**src/inc/scrc_pkg.sv**
```systemverilog
package scrc_pkg;
  // ----------------------------------------
  // Halt mode encoding
  // ----------------------------------------
  typedef enum logic [1:0] {
    SCRC_MODE_RUN = 2'b00,
    SCRC_MODE_IDLE_LIGHT = 2'b01,
    SCRC_MODE_IDLE_DEEP = 2'b10,
    SCRC_MODE_STOP = 2'b11
  } scrc_mode_e;

  // ----------------------------------------
  // Timing constants
  // ----------------------------------------
  // Oscillator settling count in stop mode, two to the fourteenth
  localparam int SCRC_SETTLE_CYCLES = 16384;
  // Restart delay of 2.5 periods, rounded up to whole cycles
  localparam real SCRC_RESTART_PERIODS = 2.5;
  localparam int SCRC_RESTART_CYCLES = 3;
  // Least reset hold, in clock periods
  localparam int SCRC_RESET_HOLD_CYCLES = 3;
  // Extra wait states inserted by the device itself
  localparam int SCRC_AUTO_WAIT_CYCLES = 1;
  localparam int SCRC_CNT_W = 16;
  localparam logic [SCRC_CNT_W-1:0] SCRC_CNT_RESET = 16'h0000;
endpackage : scrc_pkg

```
**src/inc/scrc_sync_if.sv**
```systemverilog
`timescale 1ns/1ps
`default_nettype none
// Synchronised event levels passed from the input stage to the control
interface scrc_sync_if;
  logic int_req;
  logic nmi_req;
  logic rst_req;
  modport src (output int_req, output nmi_req, output rst_req);
  modport dst (input int_req, input nmi_req, input rst_req);
endinterface : scrc_sync_if
`default_nettype wire

```
**src/hw/scrc_sync.sv**
```systemverilog
`timescale 1ns/1ps
`default_nettype none
module scrc_sync (
  input wire logic core_clk, // Core clock
  input wire logic reset, // Synchronous reset, active high
  input wire logic clk_en, // Clock enable
  input wire logic int_n, // Maskable interrupt pin, active low
  input wire logic nmi_n, // Non-maskable interrupt pin, active low
  input wire logic reset_n, // Reset pin, active low
  scrc_sync_if.src sy // Synchronised levels
);
  // ----------------------------------------
  // Two-stage synchronisers, idle levels high
  // ----------------------------------------
  logic [2:0] s1_r;
  logic [2:0] s2_r;

  // Pins pass two flops before any logic reads them
  always_ff @(posedge core_clk) begin
    if (reset) begin
      s1_r <= 3'h7;
      s2_r <= 3'h7;
    end else if (clk_en) begin
      s1_r <= {reset_n, nmi_n, int_n};
      s2_r <= s1_r;
    end
  end

  // Active-high requests
  assign sy.int_req = ~s2_r[0];
  assign sy.nmi_req = ~s2_r[1];
  assign sy.rst_req = ~s2_r[2];
endmodule : scrc_sync
`default_nettype wire

```
**src/hw/scrc_ctrl.sv**
```systemverilog
`timescale 1ns/1ps
`default_nettype none
module scrc_ctrl #(
  parameter int SETTLE_CYCLES = scrc_pkg::SCRC_SETTLE_CYCLES // Stop-mode settling count
) (
  input wire logic core_clk, // Core clock, 125 MHz
  input wire logic reset, // Synchronous reset, active high
  input wire logic clk_en, // Clock enable, freezes all state when low except the core-reset clear of state and count
  input wire logic int_n, // Maskable interrupt pin, active low
  input wire logic nmi_n, // Non-maskable interrupt pin, active low
  input wire logic reset_n, // External reset pin, active low
  input wire logic [1:0] mode_sel, // Halt mode chosen before halting
  input wire logic halt_req, // Core executes halt, one-cycle pulse
  input wire logic int_enabled, // Core would accept a maskable interrupt
  input wire logic wait_cycle, // Core enters the cycle needing a wait, pulse
  output logic sys_clk_en, // Internal system clock gate
  output logic osc_en, // Oscillator running
  output logic halted, // Halt state indicator
  output logic filler_no_operation, // Core executes filler instruction
  output logic auto_wait_state, // Automatic wait state, one cycle
  output logic int_take, // Maskable interrupt accepted, pulse
  output logic nmi_take, // Non-maskable interrupt accepted, pulse
  output logic core_reset // Reset to the core
);
  // Refuse settling counts that the cycle counter cannot hold
  if (SETTLE_CYCLES < 1 || SETTLE_CYCLES > 65535) begin : g_bad_settle
    $error("SETTLE_CYCLES out of range");
  end

  // ----------------------------------------
  // Input synchronisers
  // ----------------------------------------
  scrc_sync_if sy ();

  scrc_sync u_sync (
    .core_clk(core_clk),
    .reset(reset),
    .clk_en(clk_en),
    .int_n(int_n),
    .nmi_n(nmi_n),
    .reset_n(reset_n),
    .sy(sy)
  );

  // ----------------------------------------
  // State machine
  // ----------------------------------------
  typedef enum logic [2:0] {
    SCRC_ST_RUN = 3'b000,
    SCRC_ST_HALT_RUN = 3'b001,
    SCRC_ST_GATED = 3'b010,
    SCRC_ST_SETTLE = 3'b011,
    SCRC_ST_RESTART = 3'b100,
    SCRC_ST_FILLER = 3'b101
  } scrc_state_e;

  scrc_state_e state_r;
  scrc_state_e state_nxt;
  logic [scrc_pkg::SCRC_CNT_W-1:0] cnt_r;
  logic [scrc_pkg::SCRC_CNT_W-1:0] cnt_nxt;
  logic [1:0] mode_r;
  logic nmi_d_r;
  logic [1:0] rst_cnt_r;
  logic rst_hold_r;
  logic wait_r;
  logic int_take_r;
  logic nmi_take_r;

  localparam logic [scrc_pkg::SCRC_CNT_W-1:0] SETTLE_LAST =
    scrc_pkg::SCRC_CNT_W'(SETTLE_CYCLES - 1);
  localparam logic [scrc_pkg::SCRC_CNT_W-1:0] RESTART_LAST =
    scrc_pkg::SCRC_CNT_W'(scrc_pkg::SCRC_RESTART_CYCLES - 1);
  localparam logic [1:0] RST_HOLD_LAST = 2'(scrc_pkg::SCRC_RESET_HOLD_CYCLES - 1);

  // ----------------------------------------
  // Decoding
  // ----------------------------------------
  // Non-maskable input is edge triggered, maskable is level
  wire nmi_edge = sy.nmi_req & ~nmi_d_r;
  wire wake_int = sy.int_req & int_enabled;
  wire wake_any = wake_int | nmi_edge;
  wire mode_stop = (mode_r == scrc_pkg::SCRC_MODE_STOP);
  wire mode_run = (mode_r == scrc_pkg::SCRC_MODE_RUN);
  wire cnt_done_settle = (cnt_r == SETTLE_LAST);
  wire cnt_done_restart = (cnt_r == RESTART_LAST);
  // Acceptance only counts while the filler instruction runs
  wire accept_int = filler_no_operation & sy.int_req & int_enabled;
  // A held low level only counts in the restart filler, never in a run-mode halt
  wire accept_nmi = filler_no_operation &
                    (nmi_edge | (nmi_d_r & (state_r == SCRC_ST_FILLER)));
  wire accept = accept_int | accept_nmi;

  // Next-state logic
  always_comb begin
    state_nxt = state_r;
    cnt_nxt = cnt_r;
    case (state_r)
      SCRC_ST_RUN: begin
        if (halt_req) begin
          // Run mode keeps the clock, other modes gate it
          state_nxt = (mode_sel == scrc_pkg::SCRC_MODE_RUN) ? SCRC_ST_HALT_RUN
                                                             : SCRC_ST_GATED;
        end
      end
      SCRC_ST_HALT_RUN: begin
        if (sy.int_req & int_enabled | nmi_edge) begin
          state_nxt = SCRC_ST_RUN;
        end
      end
      SCRC_ST_GATED: begin
        if (wake_any) begin
          cnt_nxt = scrc_pkg::SCRC_CNT_RESET;
          state_nxt = mode_stop ? SCRC_ST_SETTLE : SCRC_ST_RESTART;
        end
      end
      SCRC_ST_SETTLE: begin
        if (cnt_done_settle) begin
          cnt_nxt = scrc_pkg::SCRC_CNT_RESET;
          state_nxt = SCRC_ST_RESTART;
        end else begin
          cnt_nxt = cnt_r + 16'h0001;
        end
      end
      SCRC_ST_RESTART: begin
        if (cnt_done_restart) begin
          state_nxt = SCRC_ST_FILLER;
        end else begin
          cnt_nxt = cnt_r + 16'h0001;
        end
      end
      SCRC_ST_FILLER: begin
        // Not accepted during filler: clock stops again
        state_nxt = accept ? SCRC_ST_RUN : SCRC_ST_GATED;
      end
      default: begin
        state_nxt = SCRC_ST_RUN;
      end
    endcase
  end

  // State register; synchronous reset or core reset forces run
  always_ff @(posedge core_clk) begin
    if (reset || rst_hold_r) begin
      state_r <= SCRC_ST_RUN;
      cnt_r <= scrc_pkg::SCRC_CNT_RESET;
    end else if (clk_en) begin
      state_r <= state_nxt;
      cnt_r <= cnt_nxt;
    end
  end

  // Latch halt mode at halt entry
  always_ff @(posedge core_clk) begin
    if (reset) begin
      mode_r <= scrc_pkg::SCRC_MODE_RUN;
      nmi_d_r <= 1'b0;
    end else if (clk_en) begin
      nmi_d_r <= sy.nmi_req;
      if (state_r == SCRC_ST_RUN && halt_req) begin
        mode_r <= mode_sel;
      end
    end
  end

  // ----------------------------------------
  // Reset qualification
  // ----------------------------------------
  // Reset pin must stay low three clocks to reset the core
  always_ff @(posedge core_clk) begin
    if (reset) begin
      rst_cnt_r <= 2'h0;
      rst_hold_r <= 1'b0;
    end else if (clk_en) begin
      if (!sy.rst_req) begin
        rst_cnt_r <= 2'h0;
        rst_hold_r <= 1'b0;
      end else if (rst_cnt_r != RST_HOLD_LAST) begin
        rst_cnt_r <= rst_cnt_r + 2'h1;
      end else begin
        rst_hold_r <= 1'b1;
      end
    end
  end

  // ----------------------------------------
  // Wait state and acceptance pulses
  // ----------------------------------------
  always_ff @(posedge core_clk) begin
    if (reset) begin
      wait_r <= 1'b0;
      int_take_r <= 1'b0;
      nmi_take_r <= 1'b0;
    end else if (clk_en) begin
      wait_r <= wait_cycle & (state_r == SCRC_ST_RUN);
      int_take_r <= accept_int & ~accept_nmi;
      nmi_take_r <= accept_nmi;
    end
  end

  // ----------------------------------------
  // Outputs
  // ----------------------------------------
  assign sys_clk_en = (state_r == SCRC_ST_RUN) || (state_r == SCRC_ST_HALT_RUN) ||
                      (state_r == SCRC_ST_FILLER);
  assign osc_en = !((state_r == SCRC_ST_GATED) && mode_stop);
  assign halted = (state_r != SCRC_ST_RUN);
  assign filler_no_operation = (state_r == SCRC_ST_HALT_RUN) || (state_r == SCRC_ST_FILLER);
  assign auto_wait_state = wait_r;
  assign int_take = int_take_r;
  assign nmi_take = nmi_take_r;
  assign core_reset = rst_hold_r;

  wire unused_ok = mode_run;
endmodule : scrc_ctrl
`default_nettype wire

```
**config.mk**
```make
export PLATFORM = sky130hd
export DESIGN_NAME = scrc_ctrl
export DESIGN_NICKNAME = d
export VERILOG_FILES = /design/src/inc/scrc_pkg.sv /design/src/inc/scrc_sync_if.sv /design/src/hw/scrc_sync.sv /design/src/hw/scrc_ctrl.sv
export SDC_FILE = /design/constraint.sdc
export NUM_CORES = 1
export LEC_CHECK = 0
export ABC_AREA = 1
export BUFFER_PORTS_ARGS = -buffer_cell sky130_fd_sc_hd__buf_2
export CAP_MARGIN = 20
export CELL_PAD_IN_SITES_DETAIL_PLACEMENT = 1
export CELL_PAD_IN_SITES_GLOBAL_PLACEMENT = 1
export CORE_UTILIZATION = 38
export CTS_CLUSTER_SIZE = 40
export DETAILED_ROUTE_END_ITERATION = 10
export PLACE_DENSITY_LB_ADDON = 0.1
export SKIP_CTS_REPAIR_TIMING = 1
export SLEW_MARGIN = 5
export SYNTH_ARGS = -nofsm -noshare
export SYNTH_HDL_FRONTEND = slang
export SYNTH_SLANG_ARGS = --single-unit
export TNS_END_PERCENT = 50
```
**constraint.sdc**
```tcl
create_clock -name core_clk -period 1.45 [get_ports core_clk]
set_input_delay 0 -clock core_clk [delete_from_list [all_inputs] [get_ports core_clk]]
set_output_delay 0 -clock core_clk [all_outputs]
set_load 0.02 [all_outputs]
```
==> results.json, run 1 <==
{
  "clock-sinks": 34,
  "synth.avg_cell_area_sq_um": 6.59,
  "power_per_cell_area_nw_per_um2": 1060,
  "rr_worst_depth": 10,
  "relSlewSlack_pct": 59.9,
  "clock.fmax_ghz": 0.640,
  "synth.distinct_cells": 27,
  "dieArea_sq_um": 5650,
  "synthTopCellsByArea": "dfxtp_1 33%, nand2_1 16%, nand3_1 8.1%",
  "via_per_inst": 5.12,
  "critPathMaxFanout": 6,
  "worst_slack_ps": -111,
  "holdWs_ps": 1.47,
  "synth_fp_nets": 323,
  "timing_hold_violations_final": 0,
  "insertion_delay_ps": 290,
  "drt_first_pass_iters": 4,
  "die_x_microns": 75.2,
  "regArea_sq_um": 704,
  "num_antenna_cells": 0,
  "synth_area_leader_cell": "dfxtp_1",
  "synthArstFlopShare_pct": 0,
  "endpoint_kind": "flip-flop",
  "placed_area_sq_um": 2430,
  "grt_pass1_vias": 2059,
  "ant_nets": 0,
  "routedWlPerCell_microns": 15.1,
  "ir_worst_vdd_mv": 0.614,
  "final_layout_size_suffix_gt1_share_pct": 36.5,
  "timing.rr.end": "cnt_r[3]",
  "syn-cell-area_sq_um": 2040,
  "htreeDepth": 2,
  "place_congestion": 0.759,
  "synth_edf_count": 0,
  "cts_buffers": 5,
  "wl_microns": 6630,
  "nets": 383,
  "initial_core_util_pct": 39.6,
  "clock-root-buffer": "clkbuf_8",
  "startpoint": "cnt_r[2]",
  "violations": "setup timing",
  "ys_warn_count": 0,
  "skew_ps": 4.94,
  "track_usage_pct": 21.9,
  "multi_input_area_sq_um": 1360,
  "critPathCapture": "cnt_r[3]",
  "outcome": "finished, violations left",
  "coreArea_sq_um": 5140,
  "worstSetupPathType": "flip-flop to flip-flop",
  "worstPathArrival_ps": 1760,
  "num_rows": 26,
  "syn_inst": 309,
  "final.min_clock_period_ps": 1560,
  "ys_seq_elements": 34,
  "hold_path_class": "primary input to flip-flop",
  "max_slew.worst_pin.slew_ps": 600,
  "area_growth_pct": 42.8,
  "grt_start_max_net_pins": 14,
  "fillCellCount": 677,
  "setup_violations": 18,
  "antenna_found_initial": 0,
  "required_ps": 1650,
  "drc_errors": 0,
  "rsz0062_at_grt": "yes",
  "period_share_pct": 108,
  "ys.flop_type": "dfxtp_1",
  "reg2reg_slack_ps": -110,
  "p_total_mw": 3.08,
  "io_pins": 19,
  "rr_startpoint": "cnt_r[2]",
  "drt_iter0_drc": 66,
  "power.leakage_nw": 1.28,
  "final_cell_area_sq_um": 2910,
  "hpwl_microns": 4400,
  "die_y_microns": 75.2,
  "grt_overflow": 0,
  "grt_pass1_wl_microns": 9350,
  "clk_pin_slew_ps": 80,
  "num_vias": 2251,
  "final_max_slew_viol_count": 0,
  "drv_cap": 0,
  "synth_top_area_share_pct": 33.4,
  "portBuffers": 18,
  "seq_area_frac_synth_pct": 33.4,
  "cp-start-kind": "flip-flop",
  "tritoncts": "done",
  "clock_path_buffers": 2,
  "setup-tns-final_ps": -857
}
==> critical path, stage by stage (launching register included) <==
cell and delay (ps):
dfxtp_2 370, nor2_1 160, nand2_1 80, nor2_1 110
nand2_1 110, nand2_4 110, nand2_8 80, nand2_8 100
clkbuf_16 150, nand2_2 50, a21oi_1 140
==> through the flow <==
| stage | util (%) | setup WS [ps] | cells |
|---|---|---|---|
| 2_1_floorplan | - | 12.1 | 309 |
| 3_3_place_gp | 47.3 | -179 | 425 |
| 3_5_place_dp | 47.3 | -240 | 425 |
| 4_1_cts | 50.0 | -250 | 433 |
| 5_1_grt | 56.5 | -211 | 440 |
| 6_report | 56.5 | -111 | 440 |
==> per-layer routing <==
metal / GRT usage [%] / up-vias / wire (microns)
met4: 7.61 / 0 / 93
met1: 26.3 / 1089 / 2910
met2: 39.8 / 32 / 3470
met5: 0 / - / 0
li1: - / 1121 / -
met3: 3.21 / 9 / 155
==> cell usage after synthesis (2+ instances only) <==
master,number
ha_1,3
nand3_1,33
a21oi_1,30
buf_6,4
nor2_2,2
nor3_1,4
xor2_1,3
nand2_4,7
clkbuf_1,3
o21ai_0,11
inv_1,32
dfxtp_1,34
inv_4,2
nand3_2,2
nand4_1,10
nor2_4,2
nand2_1,87
xnor2_1,2
nor2_1,30
==> cells in the final DEF (no fill, tap or decap), drive strengths merged <==
cell type / instances
a21oi: 30
nor2: 34
buf: 55
o41ai: 1
ha: 3
clkinv: 1
o211a: 1
clkbuf: 6
nand4: 10
nand2: 95
or2: 1
xor2: 3
bufinv: 2
o21bai: 2
nand3: 35
inv: 36
dlygate4sd3: 4
xnor2: 2
dfxtp: 34
nor3: 4
o21ai: 11
==> cells by family (layout without fill, tap and decap cells) <==
family / after synthesis / count (layout) / synth area share (%)
simple gates: 179 / 179 / 40.9
compound gates: 45 / 45 / 11.9
buf+inv: 43 / 104 / 9.71
flops: 34 / 34 / 33.4
xor+xnor: 5 / 5 / 2.15
fa+ha+maj: 3 / 3 / 1.84
==> how the worst min path moves through the flow <==
| stage | startpoint | endpoint | slack, ps | cells past startpoint |
|---|---|---|---|---|
| floorplan | reset | auto_wait_state | 70 | 1 |
| global placement | int_n | u_sync.s1_r[0] | 210 | 3 |
| detailed placement | int_n | u_sync.s1_r[0] | 220 | 3 |
| CTS | int_n | u_sync.s1_r[0] | -80 | 3 |
| global route | wait_cycle | auto_wait_state | 30 | 3 |
| finish | wait_cycle | auto_wait_state | 1 | 3 |
==> sequential cells by signal, summed over array words and instances, names as in the netlist, 2 cells and up <==
| register | cells |
|---|---|
| u_sync.s1_r | 3 |
| rst_cnt_r | 2 |
| state_r | 3 |
| u_sync.s2_r | 3 |
| cnt_r | 16 |
| mode_r | 2 |
==> power breakdown <==
part	total, mW	internal (mW)	switching (mW)	leakage [nW]
logic	0.966	0.379	0.586	0.927
registers	1.03	0.983	0.0465	0.284
clock network	1.09	0.690	0.396	0.0683
==> area by class of cell <==
type                       instances  area share [%]
multi-input combinational        232            46.8
clock inverter                     3            2.37
tap                               70            3.01
inverter                          36            5.08
clock buffer                       5            2.37
timing repair buffer              60            16.1
sequential                        34            24.2
Note: power is estimated with default switching activity, not from simulation.
==> run 2: changes to the inputs <==
==> constraint.sdc (replaced) <==
create_clock -name core_clk -period 1.45 [get_ports core_clk]
set_input_delay 0.29 -clock core_clk [delete_from_list [all_inputs] [get_ports core_clk]]
set_output_delay 0.29 -clock core_clk [all_outputs]
set_load 0.02 [all_outputs]
==> run 2 against run 1 <==
The flow still finishes with violations (setup timing). Largest power group unchanged. Sequential power about the same. Setup slack got worse by 40 ps. Via count up 0.71%. Fmax is 2.5% lower. Flip-flop and latch count did not move. Utilization grew 0.17 points. Non-clock buffer count is 1 higher. Clock-buffer cell count unchanged.
==> results.json, run 2 (synthesis gave the netlist of run 1 again) <==
{
  "outcome": "finished, violations left",
  "violations": "setup timing",
  "hpwl_microns": 4420,
  "grt_pass1_wl_microns": 9560,
  "drc_errors": 0,
  "wl_met2_microns": 3610,
  "drt_first_pass_iters": 4,
  "worstSetupPathType": "flip-flop to flip-flop",
  "num_rows": 26,
  "largest_reg_flops": 16,
  "period_share_pct": 110,
  "p_total_mw": 3.14,
  "cts_buffers": 5,
  "skew_ps": 4.75,
  "largest_register": "cnt_r",
  "power.leakage_nw": 1.30,
  "wl_met1_microns": 2880,
  "clk_pin_slew_ps": 80,
  "setup-tns-final_ps": -1700,
  "final.min_clock_period_ps": 1600,
  "mostFrequentLayoutCells": "77 x nand2_1, 37 x buf_4, 30 x inv_1",
  "tritoncts": "done",
  "relSlewSlack_pct": 78.2,
  "clock.fmax_ghz": 0.624,
  "num_antenna_cells": 0,
  "insertion_delay_ps": 290,
  "die_y_microns": 75.2,
  "antenna_found_initial": 0,
  "setup_violations": 20,
  "grt_overflow": 0,
  "clock-root-buffer": "clkbuf_8",
  "rsz0062_at_grt": "yes",
  "final_max_slew_viol_count": 0,
  "io_pins": 19,
  "hold_path_class": "primary input to flip-flop",
  "worst_slack_ps": -152,
  "wl_microns": 6830,
  "clock-sinks": 34,
  "htreeDepth": 2,
  "ir_worst_vdd_mv": 0.794,
  "endpoint_kind": "flip-flop",
  "required_ps": 1660,
  "timing_hold_violations_final": 0,
  "portBuffers": 18,
  "dieArea_sq_um": 5650,
  "cp-start-kind": "flip-flop",
  "max_slew.worst_pin.slew_ps": 327,
  "area_growth_pct": 43.2,
  "worstPathArrival_ps": 1820,
  "track_usage_pct": 22.7,
  "power_per_cell_area_nw_per_um2": 1080,
  "ant_nets": 0,
  "reg2reg_slack_ps": -150,
  "drv_cap": 0,
  "critPathMaxFanout": 5,
  "wl_met3_microns": 208,
  "grt_pass1_vias": 2058,
  "clock_path_buffers": 2,
  "final_layout_size_suffix_gt1_share_pct": 37.5,
  "final_common_cell": "nand2_1",
  "nets": 384,
  "routed.top_layer": "met4",
  "drt_iter0_drc": 92,
  "coreArea_sq_um": 5140,
  "num_vias": 2267,
  "via_per_inst": 5.14,
  "routedWlPerCell_microns": 15.5,
  "place_congestion": 0.774,
  "die_x_microns": 75.2,
  "initial_core_util_pct": 39.6,
  "grt_start_max_net_pins": 14
}
## run 2: cell types whose count changed in the layout (fill, tap and decap cells not counted), sizes merged
cell	previous run	this run
buf	55	60
dlygate4sd3	4	0
## run 2: final timing paths
kind,to,startpoint,cells past startpoint
hold / removal,u_sync.s1_r[2],reset_n,3
hold reg to reg,u_sync.s1_r[1],u_sync.s1_r[1],2
setup / recovery,cnt_r[3],cnt_r[0],11
setup reg to reg,cnt_r[3],cnt_r[0],11
## run 2: final cells by class
| class | instances | area (sq um) |
|---|---|---|
| fillers | 688 | 2220 |
| multi-input cells | 232 | 1370 |
| flip-flops and latches | 34 | 709 |
| repair buffers | 61 | 462 |
| inverters | 36 | 150 |
| well taps | 70 | 87.6 |
| clock buffers | 5 | 68.8 |
| clock inverters | 3 | 68.8 |
## run 2: worst max-delay path: stages (launching register included)
cell and delay (ps):
dfxtp_4 380, inv_4 80, ha_4 130, nand3_2 70, nor2_1 110, nand2_1 100
nand2_4 110, nand2_8 80, nand2_8 110, buf_8 130, nand2_2 60, a21oi_2 140
## run 2: power breakdown
group,internal (mW),switching (mW),total [mW],leakage (nW)
registers,0.985,0.0522,1.04,0.285
logic,0.408,0.609,1.02,0.950
clock network,0.689,0.397,1.09,0.0683
total,2.08,1.06,3.14,1.30
## run 2: per-stage QoR
stage | std cells | setup slack [ps] | area (sq um) | util (%) | hold slack (ps)
2_1_floorplan | 309 | 12.1 | 2040 | - | 359
3_3_place_gp | 429 | -166 | 2460 | 47.9 | 441
3_5_place_dp | 429 | -220 | 2460 | 47.9 | 458
4_1_cts | 437 | -242 | 2600 | 50.6 | 201
5_1_grt | 441 | -220 | 2920 | 56.7 | 207
6_report | 441 | -152 | 2920 | 56.7 | 207
## run 2: routing by layer
| metal | vias up | GRT usage, % |
|---|---|---|
| met4 | 0 | 6.17 |
| met3 | 11 | 4.02 |
| li1 | 1127 | - |
| met5 | - | 0 |
| met1 | 1083 | 27.3 |
| met2 | 46 | 41.3 |
